## src/io_cell_pkg.sv

```systemverilog
package io_cell_pkg;

    // Register bus geometry.
    localparam int          AXI_ADDR_W       = 4;
    localparam logic [3:0]  CTRL_OFFSET      = 4'h0;
    localparam logic [3:0]  STATUS_OFFSET    = 4'h4;
    localparam logic [1:0]  RESP_OKAY        = 2'h0;
    localparam logic [1:0]  RESP_SLVERR      = 2'h2;

    // Control register layout.
    localparam int          CTRL_W           = 6;
    localparam int          CTRL_IN_MODE_LSB = 0;
    localparam int          CTRL_OUT_MODE_LSB = 2;
    localparam int          CTRL_SR_ASYNC_BIT = 4;
    localparam int          CTRL_SR_VALUE_BIT = 5;
    localparam logic [5:0]  CTRL_RESET       = 6'h00;

    // Status register layout.
    localparam int          STAT_IN_A_BIT    = 0;
    localparam int          STAT_IN_B_BIT    = 1;
    localparam int          STAT_IN_CAP_BIT  = 2;
    localparam int          STAT_PAD_BIT     = 3;
    localparam int          STAT_SEL_BIT     = 4;

    // Positions of the pin inputs in the synchroniser vector.
    localparam int          SYNC_W           = 12;
    localparam int          IDX_PAD          = 0;
    localparam int          IDX_CAP_EN       = 1;
    localparam int          IDX_ICA          = 2;
    localparam int          IDX_ICB          = 3;
    localparam int          IDX_LOAD_EN      = 4;
    localparam int          IDX_OCA          = 5;
    localparam int          IDX_OCB          = 6;
    localparam int          IDX_OD           = 7;
    localparam int          IDX_ODA          = 8;
    localparam int          IDX_ODB          = 9;
    localparam int          IDX_SR           = 10;
    localparam int          IDX_INIT         = 11;

    typedef enum logic [1:0] {
        MODE_REG   = 2'b00,
        MODE_LATCH = 2'b01,
        MODE_DDR   = 2'b10
    } path_mode_t;

endpackage

```

## src/pin_sync.sv

```systemverilog
`timescale 1ns/1ps
`default_nettype none
module pin_sync
    import io_cell_pkg::*;
(
    input  wire logic              aclk,
    input  wire logic              aresetn,
    input  wire logic [SYNC_W-1:0] async_in,
    output logic      [SYNC_W-1:0] sync_out
);

    typedef struct packed {
        logic [SYNC_W-1:0] meta;
        logic [SYNC_W-1:0] stable;
    } sync_state_t;

    sync_state_t st_r;
    sync_state_t st_nxt;

    // The first stage feeds the second stage only.
    always_comb begin
        st_nxt.meta   = async_in;
        st_nxt.stable = st_r.meta;
    end

    always_ff @(posedge aclk) begin
        if (!aresetn) begin
            st_r <= '0;
        end else begin
            st_r <= st_nxt;
        end
    end

    assign sync_out = st_r.stable;

endmodule
`default_nettype wire

```

## src/io_cell.sv

```systemverilog
// Summary of operation
// - DDR input: register A samples pad on each rising edge of phase A.
// - DDR input: register B samples pad on each rising edge of phase B.
// - One input capture enable gates both DDR input registers together.
// - Synchronous set/reset forces input A at next A edge, B at next B edge.
// - Single-rate output register loads on clock edge only while load enable high.
// - Synchronous set/reset forces the output register at the clock edge.
// - Asynchronous set/reset forces output register and pad without a clock edge.
// - Global init pulse forces the registers to the configured value.
// - Output path offers a transparent latch passing data while open.
// - DDR output: register A captures its data on phase A rising edge.
// - DDR output: register B captures its data on phase B rising edge.
// - One output load enable gates both DDR output registers.
// - Synchronous set/reset forces output A at next A edge, B at next B edge.
// - Input path offers a transparent latch passing pad to captured input.
// - Asynchronous set/reset changes input registers without a clock edge.
`timescale 1ns/1ps
`default_nettype none
module io_cell
    import io_cell_pkg::*;
(
    input  wire logic                  aclk,
    input  wire logic                  aresetn,
    input  wire logic [AXI_ADDR_W-1:0] awaddr,
    input  wire logic                  awvalid,
    output logic                       awready,
    input  wire logic [31:0]           wdata,
    input  wire logic [3:0]            wstrb,
    input  wire logic                  wvalid,
    output logic                       wready,
    output logic [1:0]                 bresp,
    output logic                       bvalid,
    input  wire logic                  bready,
    input  wire logic [AXI_ADDR_W-1:0] araddr,
    input  wire logic                  arvalid,
    output logic                       arready,
    output logic [31:0]                rdata,
    output logic [1:0]                 rresp,
    output logic                       rvalid,
    input  wire logic                  rready,
    input  wire logic                  pad_in,
    input  wire logic                  input_capture_enable,
    input  wire logic                  in_clk_phase_a,
    input  wire logic                  in_clk_phase_b,
    input  wire logic                  output_load_enable,
    input  wire logic                  out_clk_phase_a,
    input  wire logic                  out_clk_phase_b,
    input  wire logic                  out_data,
    input  wire logic                  out_data_a,
    input  wire logic                  out_data_b,
    input  wire logic                  set_reset_ctl,
    input  wire logic                  global_init_pulse,
    output logic                       in_reg_a_q,
    output logic                       in_reg_b_q,
    output logic                       captured_input,
    output logic                       pad_out
);

    typedef struct packed {
        logic [CTRL_W-1:0]     ctrl;
        logic                  aw_got;
        logic [AXI_ADDR_W-1:0] aw_addr;
        logic                  w_got;
        logic [31:0]           w_data;
        logic [3:0]            w_strb;
        logic                  bvalid;
        logic [1:0]            bresp;
        logic                  rvalid;
        logic [31:0]           rdata;
        logic [1:0]            rresp;
        logic                  ia_prev;
        logic                  ib_prev;
        logic                  oa_prev;
        logic                  ob_prev;
        logic                  in_a;
        logic                  in_b;
        logic                  in_cap;
        logic                  out_a;
        logic                  out_b;
        logic                  out_sel;
        logic                  pad;
    } cell_state_t;

    cell_state_t       st_r;
    cell_state_t       st_nxt;
    logic [SYNC_W-1:0] s;
    path_mode_t        in_mode;
    path_mode_t        out_mode;
    logic              sr_async;
    logic              sr_val;
    logic              sr_s;
    logic              init_s;
    logic              sr_sync;
    logic              force_now;
    logic              rise_ia;
    logic              rise_ib;
    logic              rise_oa;
    logic              rise_ob;

    // Phase clocks, enables and data come from fabric on other clocks, so every
    // one of them is resynchronised with the same latency; data and clock stay
    // aligned as long as the fabric holds data steady between phase edges.
    pin_sync u_sync (
        .aclk     (aclk),
        .aresetn  (aresetn),
        .async_in ({global_init_pulse, set_reset_ctl, out_data_b, out_data_a,
                    out_data, out_clk_phase_b, out_clk_phase_a, output_load_enable,
                    in_clk_phase_b, in_clk_phase_a, input_capture_enable, pad_in}),
        .sync_out (s)
    );

    // Edge register with synchronous set/reset taking priority over the enable.
    function automatic logic load_bit(input logic cur, input logic clk_edge,
                                      input logic en, input logic d,
                                      input logic clr, input logic clr_val);
        logic r;
        r = cur;
        if (clk_edge) begin
            if (clr) begin
                r = clr_val;
            end else if (en) begin
                r = d;
            end
        end
        return r;
    endfunction

    function automatic logic is_offset(input logic [AXI_ADDR_W-1:0] addr,
                                       input logic [AXI_ADDR_W-1:0] offs);
        return addr[AXI_ADDR_W-1:2] == offs[AXI_ADDR_W-1:2];
    endfunction

    assign in_mode   = path_mode_t'(st_r.ctrl[CTRL_IN_MODE_LSB +: 2]);
    assign out_mode  = path_mode_t'(st_r.ctrl[CTRL_OUT_MODE_LSB +: 2]);
    assign sr_async  = st_r.ctrl[CTRL_SR_ASYNC_BIT];
    assign sr_val    = st_r.ctrl[CTRL_SR_VALUE_BIT];
    assign sr_s      = s[IDX_SR];
    assign init_s    = s[IDX_INIT];
    assign sr_sync   = sr_s & ~sr_async;
    assign force_now = init_s | (sr_s & sr_async);
    assign rise_ia   = s[IDX_ICA] & ~st_r.ia_prev;
    assign rise_ib   = s[IDX_ICB] & ~st_r.ib_prev;
    assign rise_oa   = s[IDX_OCA] & ~st_r.oa_prev;
    assign rise_ob   = s[IDX_OCB] & ~st_r.ob_prev;

    assign awready = ~st_r.aw_got & ~st_r.bvalid;
    assign wready  = ~st_r.w_got & ~st_r.bvalid;
    assign arready = ~st_r.rvalid;

    always_comb begin
        st_nxt         = st_r;
        st_nxt.ia_prev = s[IDX_ICA];
        st_nxt.ib_prev = s[IDX_ICB];
        st_nxt.oa_prev = s[IDX_OCA];
        st_nxt.ob_prev = s[IDX_OCB];

        case (in_mode)
            MODE_DDR: begin
                st_nxt.in_a = load_bit(st_r.in_a, rise_ia, s[IDX_CAP_EN], s[IDX_PAD],
                                       sr_sync, sr_val);
                st_nxt.in_b = load_bit(st_r.in_b, rise_ib, s[IDX_CAP_EN], s[IDX_PAD],
                                       sr_sync, sr_val);
            end
            MODE_LATCH: begin
                if (s[IDX_ICA] && s[IDX_CAP_EN]) begin
                    st_nxt.in_cap = s[IDX_PAD];
                end
            end
            default: begin
                st_nxt.in_cap = load_bit(st_r.in_cap, rise_ia, s[IDX_CAP_EN], s[IDX_PAD],
                                         sr_sync, sr_val);
            end
        endcase

        case (out_mode)
            MODE_DDR: begin
                st_nxt.out_a = load_bit(st_r.out_a, rise_oa, s[IDX_LOAD_EN], s[IDX_ODA],
                                        sr_sync, sr_val);
                st_nxt.out_b = load_bit(st_r.out_b, rise_ob, s[IDX_LOAD_EN], s[IDX_ODB],
                                        sr_sync, sr_val);
                // With complementary phases the two edges never coincide; if
                // they do, phase B is taken as the later one.
                if (rise_oa) begin
                    st_nxt.out_sel = 1'b0;
                end
                if (rise_ob) begin
                    st_nxt.out_sel = 1'b1;
                end
            end
            MODE_LATCH: begin
                if (s[IDX_OCA] && s[IDX_LOAD_EN]) begin
                    st_nxt.out_a = s[IDX_OD];
                end
            end
            default: begin
                st_nxt.out_a = load_bit(st_r.out_a, rise_oa, s[IDX_LOAD_EN], s[IDX_OD],
                                        sr_sync, sr_val);
            end
        endcase

        // Global init and asynchronous set/reset act without any phase edge.
        if (force_now) begin
            st_nxt.in_a   = sr_val;
            st_nxt.in_b   = sr_val;
            st_nxt.in_cap = sr_val;
            st_nxt.out_a  = sr_val;
            st_nxt.out_b  = sr_val;
        end

        if (out_mode == MODE_DDR) begin
            st_nxt.pad = st_nxt.out_sel ? st_nxt.out_b : st_nxt.out_a;
        end else begin
            st_nxt.pad = st_nxt.out_a;
        end

        // Write address and data may arrive in either order.
        if (awvalid && awready) begin
            st_nxt.aw_got  = 1'b1;
            st_nxt.aw_addr = awaddr;
        end
        if (wvalid && wready) begin
            st_nxt.w_got  = 1'b1;
            st_nxt.w_data = wdata;
            st_nxt.w_strb = wstrb;
        end
        if (st_r.aw_got && st_r.w_got && !st_r.bvalid) begin
            st_nxt.aw_got = 1'b0;
            st_nxt.w_got  = 1'b0;
            st_nxt.bvalid = 1'b1;
            st_nxt.bresp  = RESP_OKAY;
            if (is_offset(st_r.aw_addr, CTRL_OFFSET)) begin
                if (st_r.w_strb[0]) begin
                    st_nxt.ctrl = st_r.w_data[CTRL_W-1:0];
                end
            end else if (!is_offset(st_r.aw_addr, STATUS_OFFSET)) begin
                st_nxt.bresp = RESP_SLVERR;
            end
        end
        if (st_r.bvalid && bready) begin
            st_nxt.bvalid = 1'b0;
        end

        if (arvalid && arready) begin
            st_nxt.rvalid = 1'b1;
            st_nxt.rdata  = 32'h0000_0000;
            st_nxt.rresp  = RESP_OKAY;
            if (is_offset(araddr, CTRL_OFFSET)) begin
                st_nxt.rdata[CTRL_W-1:0] = st_r.ctrl;
            end else if (is_offset(araddr, STATUS_OFFSET)) begin
                st_nxt.rdata[STAT_IN_A_BIT]   = st_r.in_a;
                st_nxt.rdata[STAT_IN_B_BIT]   = st_r.in_b;
                st_nxt.rdata[STAT_IN_CAP_BIT] = st_r.in_cap;
                st_nxt.rdata[STAT_PAD_BIT]    = st_r.pad;
                st_nxt.rdata[STAT_SEL_BIT]    = st_r.out_sel;
            end else begin
                st_nxt.rresp = RESP_SLVERR;
            end
        end
        if (st_r.rvalid && rready) begin
            st_nxt.rvalid = 1'b0;
        end
    end

    always_ff @(posedge aclk) begin
        if (!aresetn) begin
            st_r      <= '0;
            st_r.ctrl <= CTRL_RESET;
        end else begin
            st_r <= st_nxt;
        end
    end

    assign bresp          = st_r.bresp;
    assign bvalid         = st_r.bvalid;
    assign rdata          = st_r.rdata;
    assign rresp          = st_r.rresp;
    assign rvalid         = st_r.rvalid;
    assign in_reg_a_q     = st_r.in_a;
    assign in_reg_b_q     = st_r.in_b;
    assign captured_input = st_r.in_cap;
    assign pad_out        = st_r.pad;
endmodule
`default_nettype wire

```

## config.mk

```make
export PLATFORM = sky130hd
export DESIGN_NAME = io_cell
export DESIGN_NICKNAME = d
export VERILOG_FILES = /design/src/io_cell_pkg.sv /design/src/pin_sync.sv /design/src/io_cell.sv
export SDC_FILE = /design/constraint.sdc
export NUM_CORES = 1
export LEC_CHECK = 0
export BUFFER_PORTS_ARGS = -buffer_cell sky130_fd_sc_hd__buf_2
export CAP_MARGIN = 20
export CORE_ASPECT_RATIO = 1.4
export CORE_MARGIN = 2
export CORE_UTILIZATION = 25
export CTS_BUF_LIST = sky130_fd_sc_hd__clkbuf_8
export CTS_CLUSTER_SIZE = 20
export DETAILED_ROUTE_END_ITERATION = 8
export REMOVE_ABC_BUFFERS = 1
export SETUP_SLACK_MARGIN = 0.02
export SLEW_MARGIN = 30
export SYNTH_ARGS = -nofsm -noshare
export SYNTH_HDL_FRONTEND = slang
export SYNTH_SLANG_ARGS = --single-unit
```

## constraint.sdc

```tcl
create_clock -name aclk -period 2.01 [get_ports aclk]
set_clock_uncertainty 0.15 [all_clocks]
set_input_delay 0.201 -clock aclk [delete_from_list [all_inputs] [get_ports aclk]]
set_output_delay 0.201 -clock aclk [all_outputs]
set_load 0.01 [all_outputs]
```

==> reports/summary.md, run 1 <==
* Residual DRC: 0
* adder-cell share of the synthesized area: 0.009662
* wire length of the first global-routing pass: 8280 um
* worst flop-to-flop path startpoint: out_mode[0]
* Req. time, crit path: 2.12 ns
* number of top-level pins: 108
* synthesized instance count: 274
* hold wc startpoint: awvalid
* standard cell area after detailed placement: 2820 um2
* number of violations of the max-capacitance limit: 0
* number of levels in the clock H-tree: 3
* sequential fraction of the synthesis area: 0.4792
* sinks on the clock net: 62
* Critical Path Source Type: register
* peak per-stage delay on the critical path: 0.37 ns
* worst path cell trace: inv_1 -> ha_1 -> and3b_1 -> a21oi_1 -> nor3_1 -> o32ai_1 -> a31oi_1
* port buffer count: 46
* average cell area after synthesis: 9.452 um2
* final instance count without filler cells: 487
* summed negative setup slack over all endpoints: 0 ns
* synthesized flop and latch total: 62
* Pleak: 1.458 nW
* mux share of post-synthesis cell area: 0.08647
* Hold Vio Cnt, Final: 0
* Placed Instances: 445
* maximum frequency from static timing analysis: 0.5483 GHz
* EDFF count, synth: 0
* filler cell count: 1,098
* Warnings, synthesis: 0
* row count: 44
* Max Buffers Root-to-Sink: 2
* number of distinct library cells after synthesis: 38
* status: complete, no violations
* total standard cell area after synthesis: 2590 um2
* Die Area: 11,200 um2
* Die X: 90.02 um
* final standard cell utilization of the core: 0.3236
* CP max stage cell: sky130_fd_sc_hd__dfxtp_1
* worst min-delay path class: primary input to register
* drt first-iter violations: 116
* signal arrival time at the worst endpoint: 1.93 ns
* Final Setup Violations: 0
* Final Max Tran Viols: 0
* critical path class: register to register
* Congestion Overflow GR: 0
* Most used DFF post-synth: sky130_fd_sc_hd__dfxtp_1
* capturing element type of the critical path: register
* crit path buf inv count: 1
* global placer's final weighted congestion: 0.7889
* kind of cell adding the most delay to the critical path: simple AND/OR/NAND/NOR gates
* DR vias/cell: 3.924
* GRT Overall Usage: 0.09337
* Vert. Die Dim: 124.4 um
* area growth from synthesis to layout: 27.92%
* fin area: 3313 um2
* combinational family with the most area after synthesis: simple AND/OR/NAND/NOR gates
* final critical-path share of the clock period: 0.9074
* largest voltage drop on the vdd net: 0.4549 mV
* area of the core: 10,240 um2
* leading cell type in the layout, fill and taps excluded: sky130_fd_sc_hd__dfxtp_1
* number of detailed-routing iterations run before antenna repair: 4
* Post-Synth Simple-Gate Area: 0.1952
* CTS tree: built
* library cell used as clock root buffer: sky130_fd_sc_hd__clkbuf_8
* power per cell area: 841.2 nW/um2
* most frequent cells in the layout: sky130_fd_sc_hd__dfxtp_1, sky130_fd_sc_hd__buf_2, sky130_fd_sc_hd__nor2_1, sky130_fd_sc_hd__and2_1, sky130_fd_sc_hd__conb_1
* clock edge transition at the registers on the reported setup and hold paths: 0.07 ns
* setup repair after global routing missed its margin: no
* via count of the first global-routing pass: 1,862
* initial cell density of the core: 0.2529
* net count reported at finish: 409
* async set-or-reset flop fraction in the synthesized netlist: 0
* compound-gate portion of the synthesized area: 0.09758
* vias after detailed routing: 1,911
* pin count of the biggest net entering global routing: 32
* number of buffers created by CTS: 9
* final hold slack: 0.03284 ns
* worst-case register-to-register setup slack: 0.19 ns
* Final Routed Wirelength: 4964 um
* Post-DP HPWL: 3593 um
* count of nets left with antenna violations after detail routing: 0
* initial antenna violation count: 0
* share of layout cells above drive strength 1: 0.2120
* Min Clock Period, post-route: 1.824 ns
* antenna diode count: 0
* Worst-Skew Late Latency: 0.33 ns
* first element of the critical path: out_mode[0]
* xor/xnor cell area share of the yosys netlist: 0
* maximum fanout along the worst path: 4
* detailed-route wire length per cell: 10.19 um
==> cell usage after synthesis (2+ instances only) <==
cell type | instances | area (um2)
sky130_fd_sc_hd__a211oi_1 | 2 | 15.01
sky130_fd_sc_hd__a21oi_1 | 12 | 60.06
sky130_fd_sc_hd__a22oi_1 | 5 | 37.54
sky130_fd_sc_hd__a31oi_1 | 3 | 18.77
sky130_fd_sc_hd__and2_1 | 29 | 181.4
sky130_fd_sc_hd__buf_4 | 36 | 270.3
sky130_fd_sc_hd__clkbuf_1 | 8 | 30.03
sky130_fd_sc_hd__dfxtp_1 | 62 | 1241
sky130_fd_sc_hd__ha_1 | 2 | 25.02
sky130_fd_sc_hd__inv_1 | 7 | 26.28
sky130_fd_sc_hd__mux2_2 | 3 | 33.78
sky130_fd_sc_hd__mux2i_1 | 19 | 190.2
sky130_fd_sc_hd__nand2_1 | 10 | 37.54
sky130_fd_sc_hd__nand2b_1 | 4 | 25.02
sky130_fd_sc_hd__nand3_1 | 3 | 15.01
sky130_fd_sc_hd__nand3b_1 | 2 | 15.01
sky130_fd_sc_hd__nor2_1 | 33 | 123.9
sky130_fd_sc_hd__nor2b_1 | 2 | 12.51
sky130_fd_sc_hd__nor3_1 | 2 | 10.01
sky130_fd_sc_hd__nor3b_1 | 2 | 15.01
sky130_fd_sc_hd__o21ai_0 | 11 | 55.05
==> kinds of logic (layout without fill, tap and decap cells) <==
| kind of cell | after synthesis | count (layout) |
|---|---|---|
| AOI/OAI and AO/OA | 41 | 41 |
| and+or+nand+nor | 94 | 94 |
| buffers and inverters | 52 | 100 |
| other | 1 | 28 |
| adders and majority gates | 2 | 2 |
| DFF | 62 | 62 |
| muxes | 22 | 22 |
==> final timing paths <==
path | end | cells past startpoint
worst max register to register | pad_out | 7
worst max-delay path | pad_out | 7
worst min register to register | u_sync.sync_out[3] | 1
worst min-delay path | st_r[88] | 3
==> per-layer routing <==
metal  routed length [um]  global-route usage  up-vias
met5                    0                   0        -
met4                   51             0.04344        0
met3                  310             0.03327        4
met2                 2456              0.1614       66
met1                 2146              0.1012      850
li1                     -                   -      991
==> final cells by class <==
| class | instances | area, um2 | share of cell area |
|---|---|---|---|
| sequential | 62 | 1241 | 0.3746 |
| multi-input combinational | 187 | 1112 | 0.3357 |
| timing repair buffer | 77 | 528.0 | 0.1594 |
| tap | 138 | 172.7 | 0.05211 |
| clock buffer | 11 | 151.4 | 0.04569 |
| clock inverter | 5 | 81.33 | 0.02455 |
| inverter | 7 | 26.28 | 0.007931 |
==> worst register-to-register path: stages (launching register included) <==
cell and delay, ns:
sky130_fd_sc_hd__dfxtp_1 0.37, sky130_fd_sc_hd__inv_1 0.07, sky130_fd_sc_hd__ha_1 0.34, sky130_fd_sc_hd__and3b_1 0.23, sky130_fd_sc_hd__a21oi_1 0.04, sky130_fd_sc_hd__nor3_1 0.27, sky130_fd_sc_hd__o32ai_1 0.14, sky130_fd_sc_hd__a31oi_1 0.16
==> metrics by stage <==
stage,power (mW),setup WS [ns]
finish,2.787,0.1861
CTS,2.828,0.1852
detailed placement,1.543,0.1922
global placement,1.538,0.2258
floorplan,1.459,0.2381
global route,2.923,0.06051
==> timing repair <==
item | in CTS | in global routing
hold buffers | 26 | 0
resized for setup | 0 | 0
setup buffers | 0 | 0
endpoints found under the hold margin | 24 | 0
==> registers in the layout, indices dropped and copies added (netlist names) <==
register,cells
st_r,18
u_sync.st_nxt,12
u_sync.sync_out,12
rdata,6
in_mode,2
out_mode,2
bresp,1
bvalid,1
captured_input,1
in_reg_a_q,1
in_reg_b_q,1
pad_out,1
rresp,1
rvalid,1
sr_async,1
sr_val,1
==> where the power goes <==
group	internal [mW]	switching [mW]	leakage (nW)
clock	0.765	0.468	0.116
combinational	0.123	0.124	0.835
sequential	1.28	0.0267	0.508
No activity file was read; power rests on OpenSTA's default activity.
==> inputs of run 2 (changes only) <==
Settings changed: CTS_BUF_LIST sky130_fd_sc_hd__clkbuf_8 to sky130_fd_sc_hd__clkbuf_16.
==> run 2 against run 1 <==
The run now ends with hold timing left. Register-to-register slack is essentially flat. Count of clock-buffer cells in the layout is 2 lower. Sequential power about the same. Clock power is 29% higher. Via count shrank 0.47%. Global-route usage barely moved. Worst setup slack better by 0.0071 ns. Critical path type unchanged. Combinational power shrank 3%. First-iteration DRC count down 7.8%. Non-clock buffer count shrank 4. Largest cell class unchanged.
==> reports/summary.md, run 2 (synthesized netlist as in run 1, its figures left out) <==
* Min Clock Period, post-route: 1.817 ns, -0.007060 ns
* Post-CTS Resized: 0, unchanged
* Biggest register: st_r
* critical path class: register to register
* filler cell count: 1,096, -0.18%
* sinks on the clock net: 62, unchanged
* Final Routed Wirelength: 4920 um, -0.89%
* worst path cell trace: inv_1 -> ha_1 -> and3b_1 -> a21oi_1 -> nor3_1 -> o32ai_1 -> a31oi_1
* clock edge transition at the registers on the reported setup and hold paths: 0.05 ns, -0.02 ns
* peak per-stage delay on the critical path: 0.36 ns, about the same
* Worst-Skew Late Latency: 0.33 ns, about the same
* most frequent cells in the layout: sky130_fd_sc_hd__dfxtp_1, sky130_fd_sc_hd__buf_2, sky130_fd_sc_hd__nor2_1, sky130_fd_sc_hd__and2_1, sky130_fd_sc_hd__conb_1
* detailed-route wire length per cell: 10.19 um, about the same
* final hold slack: -0.0007381 ns, -0.03358 ns
* CP max stage cell: sky130_fd_sc_hd__dfxtp_1
* number of levels in the clock H-tree: 3, unchanged
* initial cell density of the core: 0.2529, unchanged
* switching part of the total: 0.2132, -0.008743
* number of top-level pins: 108, unchanged
* number of flip-flops in the largest register: 18, unchanged
* Pint: 2.473 mW, +14%
* row count: 44, unchanged
* total of hold buffers inserted after clock tree synthesis: 22, -15%
* Req. time, crit path: 2.06 ns, -0.06 ns
* number of detailed-routing iterations run before antenna repair: 4, unchanged
* part of the total power dissipated in combinational logic: 0.076, -0.013
* signal arrival time at the worst endpoint: 1.86 ns, -0.07 ns
* standard cell area after detailed placement: 2820 um2, unchanged
* fin area: 3354 um2, +1.2%
* clock group share of total power: 0.507, +0.065
* summed negative setup slack over all endpoints: 0 ns, unchanged
* power per cell area: 937.1 nW/um2, +11%
* area growth from synthesis to layout: 29.52%
* net count reported at finish: 405, -0.98%
* pin count of the biggest net entering global routing: 32, unchanged
* Final Max Tran Viols: 0, unchanged
* number of violations of the max-capacitance limit: 0, unchanged
* via count of the first global-routing pass: 1,813, -2.6%
* setup repair after global routing missed its margin: no
* pre-CTS WS: 0.1922 ns, unchanged
* total area of sequential cells: 1241 um2, unchanged
* GRT Overall Usage: 0.09312, -0.0002419
* global placer's final weighted congestion: 0.7889, unchanged
* Die X: 90.02 um, unchanged
* Critical Path Source Type: register
* leading cell type in the layout, fill and taps excluded: sky130_fd_sc_hd__dfxtp_1
* Max Buffers Root-to-Sink: 2, unchanged
* capturing element type of the critical path: register
* power share of the sequential group: 0.416, -0.053
* Final Setup Violations: 0, unchanged
* Residual DRC: 0, unchanged
* maximum frequency from static timing analysis: 0.5504 GHz, +0.39%
* share of layout cells above drive strength 1: 0.2087, -0.003339
* Hold Vio Cnt, Final: 1, +1
* status: finished with violations
* area of the core: 10,240 um2, unchanged
* DR vias/cell: 3.938, +0.35%
* violations in the final reports: hold timing
* antenna diode count: 0, unchanged
* Die Area: 11,200 um2, unchanged
* Vert. Die Dim: 124.4 um, unchanged
* count of nets left with antenna violations after detail routing: 0, unchanged
* port buffer count: 46, unchanged
* Post-DP HPWL: 3593 um, unchanged
* wire length of the first global-routing pass: 8280 um, unchanged
* library cell used as clock root buffer: sky130_fd_sc_hd__clkbuf_16
* drt first-iter violations: 107, -7.8%
* number of buffers created by CTS: 9, unchanged
* CTS tree: built
* Setup Fix Bufs, Post-CTS: 0, unchanged
* Congestion Overflow GR: 0, unchanged
* largest voltage drop on the vdd net: 0.4737 mV, +4.1%
* final worst slack: 0.1931 ns, +0.007060 ns
* Pleak: 1.477 nW, +1.3%
* vias after detailed routing: 1,902, -0.47%
* final standard cell utilization of the core: 0.3276, +0.004032
* final critical-path share of the clock period: 0.9039, -0.003512
* power dissipated by switching net loads: 670.2 uW, +8.3%
* worst min-delay path class: primary input to register
* combined area of the multi-input logic cells: 1112 um2, unchanged
* maximum fanout along the worst path: 4, unchanged
* initial antenna violation count: 0, unchanged
==> run 2: cell count changes in the layout (fill, tap and decap cells not counted) <==
cell                            delta
sky130_fd_sc_hd__clkbuf_8         -11
sky130_fd_sc_hd__clkbuf_16         +9
sky130_fd_sc_hd__dlygate4sd3_1     -4
sky130_fd_sc_hd__clkinv_1          +2
==> run 2: layout make-up <==
| type | count | area share |
|---|---|---|
| Clock buffer | 9 | 0.06714 |
| Tap cell | 138 | 0.05147 |
| Sequential cell | 62 | 0.3700 |
| Inverter | 7 | 0.007833 |
| Timing Repair Buffer | 73 | 0.1455 |
| Clock inverter | 7 | 0.02648 |
| Multi-Input combinational cell | 187 | 0.3316 |
==> run 2: metal layers <==
layer | GRT usage | up-vias | routed length, um
li1 | - | 984 | -
met1 | 0.1031 | 842 | 2117
met3 | 0.03327 | 9 | 303
met5 | 0 | - | 0
met2 | 0.1583 | 67 | 2422
met4 | 0.04344 | 0 | 76
==> run 2: power groups by stage <==
stage	Combinational, mW	Sequential (mW)	Clock, mW
floorplan	0.129	1.33	0
global placement	0.205	1.33	0
detailed placement	0.209	1.33	0
CTS	0.242	1.31	1.63
global route	0.269	1.31	1.69
finish	0.240	1.31	1.59
==> run 2: critical path, delay by kind of cell, from the launching register on <==
kind                     cells  cell delay, ns
adder cells (fa/ha/maj)      1            0.33
flip-flops                   1            0.36
buffers and inverters        1            0.06
AND/OR/NAND/NOR              2            0.27
AO/OA/AOI/OAI                3            0.52
==> run 2: metrics by stage <==
stage / hold WS [ns] / power (mW) / cells
after floorplan: 0.1511 / 1.459 / 256
after global placement: 0.2382 / 1.538 / 445
after CTS: 0.003086 / 3.181 / 483
final: -0.0007381 / 3.144 / 483
after global routing: 0.003867 / 3.277 / 483
after detailed placement: 0.2406 / 1.543 / 445
==> run 2: final timing paths <==
kind                    start                 end  slack [ns]  depth (start not counted)
max reg2reg       out_mode[0]             pad_out        0.19                          7
max               out_mode[0]             pad_out        0.19                          7
min                    bready              bvalid     -0.0007                          3
min reg2reg  u_sync.st_nxt[3]  u_sync.sync_out[3]        0.28                          1
